### src/include/dcfg_pkg.sv
// package: register map, field layout and fifo threshold tables for the data configuration block
package dcfg_pkg;

  // register index and address width of the host port
  localparam logic [4:0] DATA_CONFIG_IDX  = 5'h0E;
  localparam int         ADDR_W           = 5;

  // field positions inside data_config_reg
  localparam int WORD_SEL_BIT    = 0;
  localparam int LANE_ORDER_BIT  = 1;
  localparam int LONG_ADDR_BIT   = 2;
  localparam int LOOP_GATE_BIT   = 3;
  localparam int AUTO_REMOTE_BIT = 4;
  localparam int THR_LO          = 5;
  localparam int THR_HI          = 6;

  // reset value: long address set, loopback gate at normal, rest clear
  localparam logic [6:0] DATA_CONFIG_RST = 7'h0C;

  // transmit threshold base in bytes
  localparam logic [4:0] TX_BASE_BYTES = 5'h0D;

  // decoded configuration carried to the dma logic
  typedef struct packed {
    logic       word_transfer_sel;
    logic       byte_lane_order;
    logic       long_address_sel;
    logic       loopback_gate;
    logic       auto_remote;
    logic [1:0] fifo_threshold;
  } data_config_s;

  // receive threshold in fifo bytes per code
  function automatic logic [4:0] rx_thresh_bytes(input logic [1:0] code);
    logic [4:0] r;
    r = 5'h02;
    case (code)
      2'h0: r = 5'h02;
      2'h1: r = 5'h04;
      2'h2: r = 5'h08;
      default: r = 5'h0C;
    endcase
    return r;
  endfunction : rx_thresh_bytes

endpackage : dcfg_pkg

### src/dma_data_config.sv
// module: data configuration register with bus request and dma data path shaping
//
// Decided for this implementation: the strobed register port.
`timescale 1ns/1ps

// Notes on behaviour
// word field selects byte or word transfers
// word mode: 32k words, A0 held low
// byte order swaps the two lanes
// byte order ignored in byte mode
// long address: single 32-bit versus dual 16-bit
// long address drives remote start as A16-A31
// long address set at power up
// gate low enters loopback, host programs transmit
// auto remote lets remove-packet run remote dma
// host avoids auto remote with swapped lanes
// two-bit code maps fifo threshold
// receive: request bus at fill threshold
// transmit threshold is 13 minus receive
// burst length follows the threshold
// host writes this before remote byte counts
// bit 7 ignored, register not readable
module dma_data_config #(
  parameter int ADDR_W = dcfg_pkg::ADDR_W
) (
  // clock, reset, enable
  input  wire logic              clock,
  input  wire logic              resetn,
  input  wire logic              clk_en,
  // host register port
  input  wire logic [ADDR_W-1:0] reg_addr,
  input  wire logic [7:0]        reg_wdata,
  input  wire logic              reg_wr,
  input  wire logic              reg_rd,
  output logic      [7:0]        reg_rdata,
  // fifo state from the fifo logic, bus grant and transfer done from the arbiter
  input  wire logic [4:0]        fifo_fill_bytes,
  input  wire logic              receiving,
  input  wire logic              transmitting,
  input  wire logic              bus_granted,
  input  wire logic              dma_xfer_done,
  // remove-packet command
  input  wire logic              remove_pkt_cmd,
  // dma data and address in
  input  wire logic [15:0]       dma_word_in,
  input  wire logic [15:0]       dma_addr_in,
  input  wire logic [15:0]       remote_start_addr,
  // outputs toward the system bus
  output logic                   bus_request_out,
  output logic      [15:0]       dma_ad_out,
  output logic      [15:0]       dma_addr_lo_out,
  output logic      [15:0]       dma_addr_hi_out,
  output logic                   dma_addr_hi_en,
  output logic      [3:0]        burst_len,
  output logic                   remote_auto_start,
  output logic                   loopback_mode,
  output dcfg_pkg::data_config_s cfg_out
);

  // elaboration check: the index must fit the address port
  if (ADDR_W < 4) begin : g_addr_chk
    $error("address too narrow for register index");
  end

  ////////////////////////////////////////////////////////////////////////////
  // register

  logic [6:0] data_config_reg_r;
  dcfg_pkg::data_config_s cfg;

  // write only, bit 7 dropped, resets with long address set
  always_ff @(posedge clock or negedge resetn) begin
    if (!resetn) begin
      data_config_reg_r <= dcfg_pkg::DATA_CONFIG_RST;
    end else if (clk_en && reg_wr && reg_addr == ADDR_W'(dcfg_pkg::DATA_CONFIG_IDX)) begin
      data_config_reg_r <= reg_wdata[6:0];
    end
  end

  // no readable register: reads return zero
  always_ff @(posedge clock or negedge resetn) begin
    if (!resetn) begin
      reg_rdata <= 8'h00;
    end else if (clk_en) begin
      reg_rdata <= 8'h00;
    end
  end

  // field decode
  always_comb begin
    cfg.word_transfer_sel = data_config_reg_r[dcfg_pkg::WORD_SEL_BIT];
    cfg.byte_lane_order   = data_config_reg_r[dcfg_pkg::LANE_ORDER_BIT];
    cfg.long_address_sel  = data_config_reg_r[dcfg_pkg::LONG_ADDR_BIT];
    cfg.loopback_gate     = data_config_reg_r[dcfg_pkg::LOOP_GATE_BIT];
    cfg.auto_remote       = data_config_reg_r[dcfg_pkg::AUTO_REMOTE_BIT];
    cfg.fifo_threshold    = data_config_reg_r[dcfg_pkg::THR_HI:dcfg_pkg::THR_LO];
  end

  assign cfg_out       = cfg;
  assign loopback_mode = !cfg.loopback_gate;

  ////////////////////////////////////////////////////////////////////////////
  // thresholds

  logic [4:0] rx_thr_bytes;
  logic [4:0] tx_thr_bytes;
  logic [4:0] thr_bytes;
  logic       req_nxt;

  // receive threshold in bytes; word mode uses the same byte count per code
  always_comb begin
    rx_thr_bytes = dcfg_pkg::rx_thresh_bytes(cfg.fifo_threshold);
    tx_thr_bytes = dcfg_pkg::TX_BASE_BYTES - rx_thr_bytes;
    thr_bytes    = transmitting ? tx_thr_bytes : rx_thr_bytes;
    req_nxt      = 1'b0;
    if (receiving) begin
      req_nxt = fifo_fill_bytes >= rx_thr_bytes;
    end else if (transmitting) begin
      req_nxt = fifo_fill_bytes <= tx_thr_bytes;
    end
  end

  ////////////////////////////////////////////////////////////////////////////
  // bus request and burst

  logic [3:0] burst_cnt_r;
  logic       owning_r;

  // request follows the threshold until granted, then held until the burst completes
  always_ff @(posedge clock or negedge resetn) begin
    if (!resetn) begin
      bus_request_out <= 1'b0;
      owning_r        <= 1'b0;
      burst_cnt_r     <= 4'h0;
    end else if (clk_en) begin
      if (!owning_r) begin
        bus_request_out <= req_nxt;
        if (bus_request_out && bus_granted) begin
          // a grant keeps the request up for the whole burst
          bus_request_out <= 1'b1;
          owning_r    <= 1'b1;
          burst_cnt_r <= burst_len;
        end
      end else if (dma_xfer_done) begin
        if (burst_cnt_r <= 4'h1) begin
          owning_r        <= 1'b0;
          bus_request_out <= 1'b0;
          burst_cnt_r     <= 4'h0;
        end else begin
          burst_cnt_r <= burst_cnt_r - 4'h1;
        end
      end
    end
  end

  // burst in transfers: bytes in byte mode, half as many words in word mode
  always_comb begin
    if (cfg.word_transfer_sel) begin
      burst_len = rx_thr_bytes[4:1];
    end else begin
      burst_len = rx_thr_bytes[3:0];
    end
  end

  ////////////////////////////////////////////////////////////////////////////
  // data lanes and address

  // lane swap only in word mode
  always_ff @(posedge clock or negedge resetn) begin
    if (!resetn) begin
      dma_ad_out <= 16'h0000;
    end else if (clk_en) begin
      if (cfg.word_transfer_sel && cfg.byte_lane_order) begin // see
        dma_ad_out <= {dma_word_in[7:0], dma_word_in[15:8]};
      end else begin
        dma_ad_out <= dma_word_in;
      end
    end
  end

  // word mode forces A0 low; long address adds the upper half
  always_ff @(posedge clock or negedge resetn) begin
    if (!resetn) begin
      dma_addr_lo_out <= 16'h0000;
      dma_addr_hi_out <= 16'h0000;
      dma_addr_hi_en  <= 1'b0;
    end else if (clk_en) begin
      dma_addr_lo_out <= cfg.word_transfer_sel ? {dma_addr_in[15:1], 1'b0}
                                               : dma_addr_in;
      dma_addr_hi_out <= cfg.long_address_sel ? remote_start_addr : 16'h0000;
      dma_addr_hi_en  <= cfg.long_address_sel;
    end
  end

  // remove-packet only starts remote dma when auto remote is set
  always_ff @(posedge clock or negedge resetn) begin
    if (!resetn) begin
      remote_auto_start <= 1'b0;
    end else if (clk_en) begin
      remote_auto_start <= remove_pkt_cmd && cfg.auto_remote;
    end
  end

  ////////////////////////////////////////////////////////////////////////////
  // checks

  // byte mode passes the word straight through
  lane_swap_a: assert property (@(posedge clock) disable iff (!resetn)
    (clk_en && !cfg.word_transfer_sel) |=> dma_ad_out == $past(dma_word_in))
    else $error("byte mode data lanes changed");

  // word mode with swapped order exchanges the lanes
  lane_word_a: assert property (@(posedge clock) disable iff (!resetn)
    (clk_en && cfg.word_transfer_sel && cfg.byte_lane_order) |=>
      dma_ad_out == {$past(dma_word_in[7:0]), $past(dma_word_in[15:8])})
    else $error("word lanes not swapped");

  // word mode with normal order keeps the lanes
  lane_keep_a: assert property (@(posedge clock) disable iff (!resetn)
    (clk_en && cfg.word_transfer_sel && !cfg.byte_lane_order) |=>
      dma_ad_out == $past(dma_word_in))
    else $error("word lanes swapped without order bit");

  // word mode holds the lowest address bit low
  addr_a0_a: assert property (@(posedge clock) disable iff (!resetn)
    (clk_en && cfg.word_transfer_sel) |=> !dma_addr_lo_out[0])
    else $error("A0 not low in word mode");

  // word mode keeps the upper address bits
  addr_word_a: assert property (@(posedge clock) disable iff (!resetn)
    (clk_en && cfg.word_transfer_sel) |=> dma_addr_lo_out[15:1] == $past(dma_addr_in[15:1]))
    else $error("word address bits altered");

  // byte mode passes the address unchanged
  addr_byte_a: assert property (@(posedge clock) disable iff (!resetn)
    (clk_en && !cfg.word_transfer_sel) |=> dma_addr_lo_out == $past(dma_addr_in))
    else $error("byte address altered");

  // long address drives the remote start as upper half
  hi_addr_a: assert property (@(posedge clock) disable iff (!resetn)
    (clk_en && cfg.long_address_sel) |=>
      dma_addr_hi_en && dma_addr_hi_out == $past(remote_start_addr))
    else $error("upper address not driven");

  // dual channel mode leaves the upper half idle
  dual_addr_a: assert property (@(posedge clock) disable iff (!resetn)
    (clk_en && !cfg.long_address_sel) |=> !dma_addr_hi_en && dma_addr_hi_out == 16'h0000)
    else $error("upper address driven in dual mode");

  // remove-packet is dropped without auto remote
  auto_rem_a: assert property (@(posedge clock) disable iff (!resetn)
    (clk_en && remove_pkt_cmd && !cfg.auto_remote) |=> !remote_auto_start)
    else $error("remote dma started without auto remote");

  // remove-packet with auto remote starts the remote dma
  auto_go_a: assert property (@(posedge clock) disable iff (!resetn)
    (clk_en && remove_pkt_cmd && cfg.auto_remote) |=> remote_auto_start)
    else $error("remote dma not started");

  // no command, no start
  auto_idle_a: assert property (@(posedge clock) disable iff (!resetn)
    (clk_en && !remove_pkt_cmd) |=> !remote_auto_start)
    else $error("remote dma started without command");

  // burst in words is half the byte threshold
  burst_word_a: assert property (@(posedge clock) disable iff (!resetn)
    cfg.word_transfer_sel |->
      {burst_len, 1'b0} == dcfg_pkg::rx_thresh_bytes(cfg.fifo_threshold))
    else $error("word burst length wrong");

  // burst in bytes equals the byte threshold
  burst_byte_a: assert property (@(posedge clock) disable iff (!resetn)
    !cfg.word_transfer_sel |->
      {1'b0, burst_len} == dcfg_pkg::rx_thresh_bytes(cfg.fifo_threshold))
    else $error("byte burst length wrong");

  // transmit fill above its threshold keeps the request low
  tx_thr_a: assert property (@(posedge clock) disable iff (!resetn)
    (clk_en && !owning_r && !(bus_request_out && bus_granted) && !receiving &&
      transmitting && fifo_fill_bytes > tx_thr_bytes) |=> !bus_request_out)
    else $error("transmit request above threshold");

  // transmit fill at or below its threshold raises the request
  tx_req_hi_a: assert property (@(posedge clock) disable iff (!resetn)
    (clk_en && !owning_r && !receiving && transmitting &&
      fifo_fill_bytes <= tx_thr_bytes) |=> bus_request_out)
    else $error("transmit request missing");

  // receive fill below threshold keeps the request low
  rx_req_a: assert property (@(posedge clock) disable iff (!resetn)
    (clk_en && !owning_r && !(bus_request_out && bus_granted) && receiving &&
      fifo_fill_bytes < rx_thr_bytes) |=> !bus_request_out)
    else $error("bus requested below threshold");

  // receive fill at threshold raises the request
  rx_req_hi_a: assert property (@(posedge clock) disable iff (!resetn)
    (clk_en && !owning_r && receiving && fifo_fill_bytes >= rx_thr_bytes) |=> bus_request_out)
    else $error("receive request missing");

  // neither direction, no request
  idle_req_a: assert property (@(posedge clock) disable iff (!resetn)
    (clk_en && !owning_r && !(bus_request_out && bus_granted) && !receiving &&
      !transmitting) |=> !bus_request_out)
    else $error("request while idle");

  // a granted request loads the burst counter
  burst_load_a: assert property (@(posedge clock) disable iff (!resetn)
    (clk_en && !owning_r && bus_request_out && bus_granted) |=>
      owning_r && bus_request_out && burst_cnt_r == $past(burst_len))
    else $error("burst not loaded on grant");

  // the request stands while the bus is owned
  own_hold_a: assert property (@(posedge clock) disable iff (!resetn)
    owning_r |-> bus_request_out)
    else $error("request dropped inside burst");

  // each transfer but the last counts down
  burst_step_a: assert property (@(posedge clock) disable iff (!resetn)
    (clk_en && owning_r && dma_xfer_done && burst_cnt_r > 4'h1) |=>
      owning_r && burst_cnt_r == $past(burst_cnt_r) - 4'h1)
    else $error("burst count not stepped");

  // the last transfer releases the bus
  burst_end_a: assert property (@(posedge clock) disable iff (!resetn)
    (clk_en && owning_r && dma_xfer_done && burst_cnt_r <= 4'h1) |=>
      !owning_r && !bus_request_out)
    else $error("bus kept after last transfer");

  // a low enable freezes the state
  cfg_freeze_a: assert property (@(posedge clock) disable iff (!resetn)
    !clk_en |=> $stable(data_config_reg_r) && $stable(bus_request_out) &&
      $stable(burst_cnt_r))
    else $error("state moved while frozen");

  // a write to the index lands without bit 7
  reg_write_a: assert property (@(posedge clock) disable iff (!resetn)
    (clk_en && reg_wr && reg_addr == ADDR_W'(dcfg_pkg::DATA_CONFIG_IDX)) |=>
      data_config_reg_r == $past(reg_wdata[6:0]))
    else $error("register write lost");

  // writes elsewhere leave the register alone
  reg_other_a: assert property (@(posedge clock) disable iff (!resetn)
    (reg_wr && reg_addr != ADDR_W'(dcfg_pkg::DATA_CONFIG_IDX)) |=>
      $stable(data_config_reg_r))
    else $error("register changed by other address");

  // reads always return zero
  hi_bit_a: assert property (@(posedge clock) disable iff (!resetn)
    reg_rdata == 8'h00)
    else $error("register readable");

  // loopback follows the inverted gate bit
  loop_a: assert property (@(posedge clock) disable iff (!resetn)
    loopback_mode == !data_config_reg_r[dcfg_pkg::LOOP_GATE_BIT])
    else $error("loopback gate inverted");

endmodule : dma_data_config
### config.mk
export PLATFORM = sky130hd
export DESIGN_NAME = dma_data_config
export DESIGN_NICKNAME = d
export VERILOG_FILES = /design/src/include/dcfg_pkg.sv /design/src/dma_data_config.sv
export SDC_FILE = /design/constraint.sdc
export NUM_CORES = 1
export LEC_CHECK = 0
export ABC_AREA = 1
export BUFFER_PORTS_ARGS = -buffer_cell sky130_fd_sc_hd__buf_2
export CORE_MARGIN = 1.5
export CORE_UTILIZATION = 52
export CTS_BUF_LIST = sky130_fd_sc_hd__clkbuf_8
export DETAILED_ROUTE_END_ITERATION = 8
export MAX_ROUTING_LAYER = met4
export PLACE_DENSITY_LB_ADDON = 0.25
export RECOVER_POWER = 50
export SYNTH_ARGS = -nofsm -noshare
export SYNTH_HDL_FRONTEND = slang
export SYNTH_SLANG_ARGS = --single-unit
### constraint.sdc
create_clock -name clock -period 2.2 [get_ports clock]
set_input_delay 0.33 -clock clock [delete_from_list [all_inputs] [get_ports clock]]
set_output_delay 0.33 -clock clock [all_outputs]
set_load 0.01 [all_outputs]
==> key figures <==
Run status
  – Outcome: completed

Synth
  – Sequential area share after synthesis: about 52%
  – #FFs+latches synth: 63
  – Post-Syn Instances: approximately 380
  – Top-area cell type share of the netlist area: between 40 and 50%
  – Number of flops mapped to enable cells by yosys: 0
  – Yosys cell types: 30
  – Primary FF master, synth: dfrtp_1
  – Netlist Area Pre-Place: around 3000 um2
  – Synth Warn #: 0
  – Top post-synthesis cells by area: dfrtp_1 (50%), nand2_1 (16%), a21oi_1 (5.4%)
  – Synth area leader: dfrtp_1
  – Ys async rst share: between 90% and 100%
  – Syn Area/Cell: between 8 and 9 um2

Worst setup path
  – Critical path class: in2reg
  – Startpoint types: input pin
  – Delay-heaviest family, CP: buffers and inverters
  – Crit path arrival time: approximately 2.0 ns
  – Critical R2R Capture: bus_request_out
  – Crit Path Max Fanout: 24
  – R2R Setup Slk: approximately 0.63 ns
  – Crit path buf inv count: 3
  – Crit end category: flip-flop
  – Slowest stage delay, CP: 0.80 ns
  – Slowest CP cell: clkbuf_1
  – Reg2reg start: data_config_reg_r[6]
  – Worst Reg-to-Reg Cells: 10
  – Worst path cell trace: clkbuf_1 > inv_1 > clkbuf_1 > a21oi_1 > a21oi_1
  – Required time of the worst setup path: around 2.5 ns

Clock tree
  – CTS root buf: clkbuf_8
  – Post-CTS setup buffer count: 0
  – CTS HTree Levels: 3
  – Max clock buf depth: 2
  – Clock transition at the registers of the reported paths: ~0.06 ns
  – Hold_buf cts: 1
  – CTS tree: yes
  – Clock sink total: 63
  – Worst-Skew Late Latency: 0.33 ns
  – # resized after CTS: 0
  – TritonCTS Buffers: 9

STA
  – Final count of hold timing violations: 0
  – RSZ-0062 raised after global routing: no
  – Worst clock skew: between 0.01 and 0.015 ns
  – Slew Limit Fails: 0
  – Worst-Margin Slew: about 1.3 ns
  – Max Fclk: about 600 MHz
  – Setup TNS: 0 ns
  – Fin crit period: about 1.7 ns
  – Hold_ws: approximately 0.20 ns
  – Fin crit share: between 70% and 80%
  – Setup-failing EPs final: 0
  – Relative slew slack: about 13%

Placed design
  – Dpl hpwl: about 5300 um
  – # port buffers: around 140
  – Placed Cells incl. Taps: between 500 and 600
  – DP Area: between 3000 and 4000 um2
  – Final GP Congestion: about 0.87

Power and ir drop
  – Clock power frac: between 30% and 40%
  – Comb power frac: between 20% and 30%
  – Lkg Pwr: roughly 2.3 nW
  – Switching share of total power: between 30% and 40%
  – Reg power frac: between 40% and 50%
  – NetSw: 0.000981 W
  – P per Cell Area: roughly 820 nW/um2
  – Pwr Total: 0.00322 W
  – Pint: between 0.002 and 0.0025 W
  – VDD IR max: 0.493 mV

Routing
  – Detailed-route via count: 2896
  – Drt wl/cell: 12.7 um
  – Vias per cell: ~4.9
  – Antenna Violating Nets Remaining: 0
  – DR DRC count: 0
  – DR iter-0 viols: about 120
  – DR pass1 iterations: 5
  – Drt total wl: 7450 um

Min path
  – Hold Crit Depth: 3
  – Hold Crit Class: in2reg
  – Min-delay src: dma_addr_in[4]
  – Hold Path Sink: dma_addr_lo_out[4]

Floorplanning
  – Core ar.: around 5600 um2
  – Initial core utilization: a little over half
  – Die ar.: around 6400 um2
  – Chip Height: around 80 um
  – IO Pins: between 100 and 150
  – Die Wd: 79.8 um
  – Row Count: 27

Final layout
  – Final Cell Area: just under 4000 um2
  – Final std cells w/o fill: 587
  – Final Net Count: around 600
  – Fill count: approximately 490
  – Layout cells sized above 1: between 20% and 30%
  – Area Growth Syn to Fin: 28.6%
  – N_diodes: 0

Global route
  – Antenna violations before repair: 0
  – Tot GR Track Use: between 20% and 30%
  – Largest net degree at the start of global routing: 48
  – Vias in the first global route: ~2800
  – Wire length of the first global-routing pass: 12400 um
  – Total grt overflow: 0

Run
  – Maxcap violations: 0
==> cell type report <==
cell class	count	area, um2	share of cell area (%)
clock buffer	9	124	3.15
tap	72	90.1	2.29
sequential	63	1580	40.1
multi-input combinational	265	1230	31.3
clock inverter	7	81.3	2.07
timing repair buffer	142	723	18.4
inverter	29	109	2.76
==> layout by cell type, fill, tap and decap left out, types with 3 or more instances in the layout <==
master	netlist	final
a21oi_1	33	33
a31oi_1	4	4
buf_2	5	128
clkbuf_1	8	10
clkbuf_8	0	9
conb_1	2	9
dfrtp_1	61	61
ha_1	9	9
inv_1	26	30
nand2_1	134	134
nand3_1	21	22
nor2_1	34	34
o21ai_0	1	6
o21ai_2	8	3
==> metal layers <==
metal	track usage (%)	vias to the layer above	routed length, um
li1	-	1433	-
met1	32.4	1349	3230
met2	41.6	112	3690
met3	5.94	2	503
met4	8.79	0	29
met5	-	-	0
==> state kept, by name, indices dropped and copies added, names as in the netlist <==
signal,count
burst_cnt_r,4
bus_request_out,1
data_config_reg_r,7
dma_ad_out,16
dma_addr_hi_en,1
dma_addr_hi_out,16
dma_addr_lo_out,16
owning_r,1
remote_auto_start,1
==> cell families (layout without fill, tap and decap cells) <==
group | after synthesis | count (layout) | synth area share (%)
AND/OR/NAND/NOR | 194 | 194 | 25.6
AO/OA/AOI/OAI | 52 | 52 | 10.3
flip-flops | 63 | 63 | 51.6
adder cells (fa/ha/maj) | 9 | 9 | 3.68
buffers and inverters | 54 | 187 | 8.33
other | 2 | 9 | 0.245
XOR/XNOR | 1 | 1 | 0.286
==> metrics by stage <==
stage	util (%)	setup slack (ns)
after global routing	70.2	0.276
after floorplan	-	0.763
after CTS	71.0	0.507
after detailed placement	67.1	0.680
after global placement	67.1	0.711
final	70.2	0.494
==> Yosys cell counts, types with 2 or more instances <==
library cell	instances
a21oi_1	33
dfrtp_1	61
nand2_1	134
buf_2	5
dfstp_2	2
nor2_1	34
inv_2	3
clkbuf_1	8
ha_1	9
inv_1	26
a31oi_1	4
buf_4	10
o21ai_2	8
nand3_1	21
conb_1	2
==> power groups by stage <==
stage	clock network [W]	logic [W]	registers [W]
4_1_cts	0.00108	0.000757	0.00143
5_1_grt	0.00113	0.000835	0.00146
3_3_place_gp	0	0.000725	0.00145
6_report	0.00105	0.000737	0.00143
2_1_floorplan	0	0.000424	0.00147
3_5_place_dp	0	0.000748	0.00145
==> worst reg2reg max path, delay by kind of cell (launching register included) <==
kind          cells  cell delay [ns]
simple gates      8             0.65
flops             1             0.46
fa+ha+maj         1             0.27
buf+inv           1             0.07
==> worst max-delay path by stage <==
stage	start	end	slack [ns]	cells past startpoint
floorplan	data_config_reg_r[6]	bus_request_out	0.76	10
global placement	data_config_reg_r[6]	bus_request_out	0.71	10
detailed placement	data_config_reg_r[6]	bus_request_out	0.68	10
CTS	data_config_reg_r[0]	burst_len[2]	0.51	2
global route	resetn	dma_addr_hi_out[12]	0.28	3
finish	clk_en	dma_ad_out[13]	0.49	5
Power figures use the tool's default switching activity.
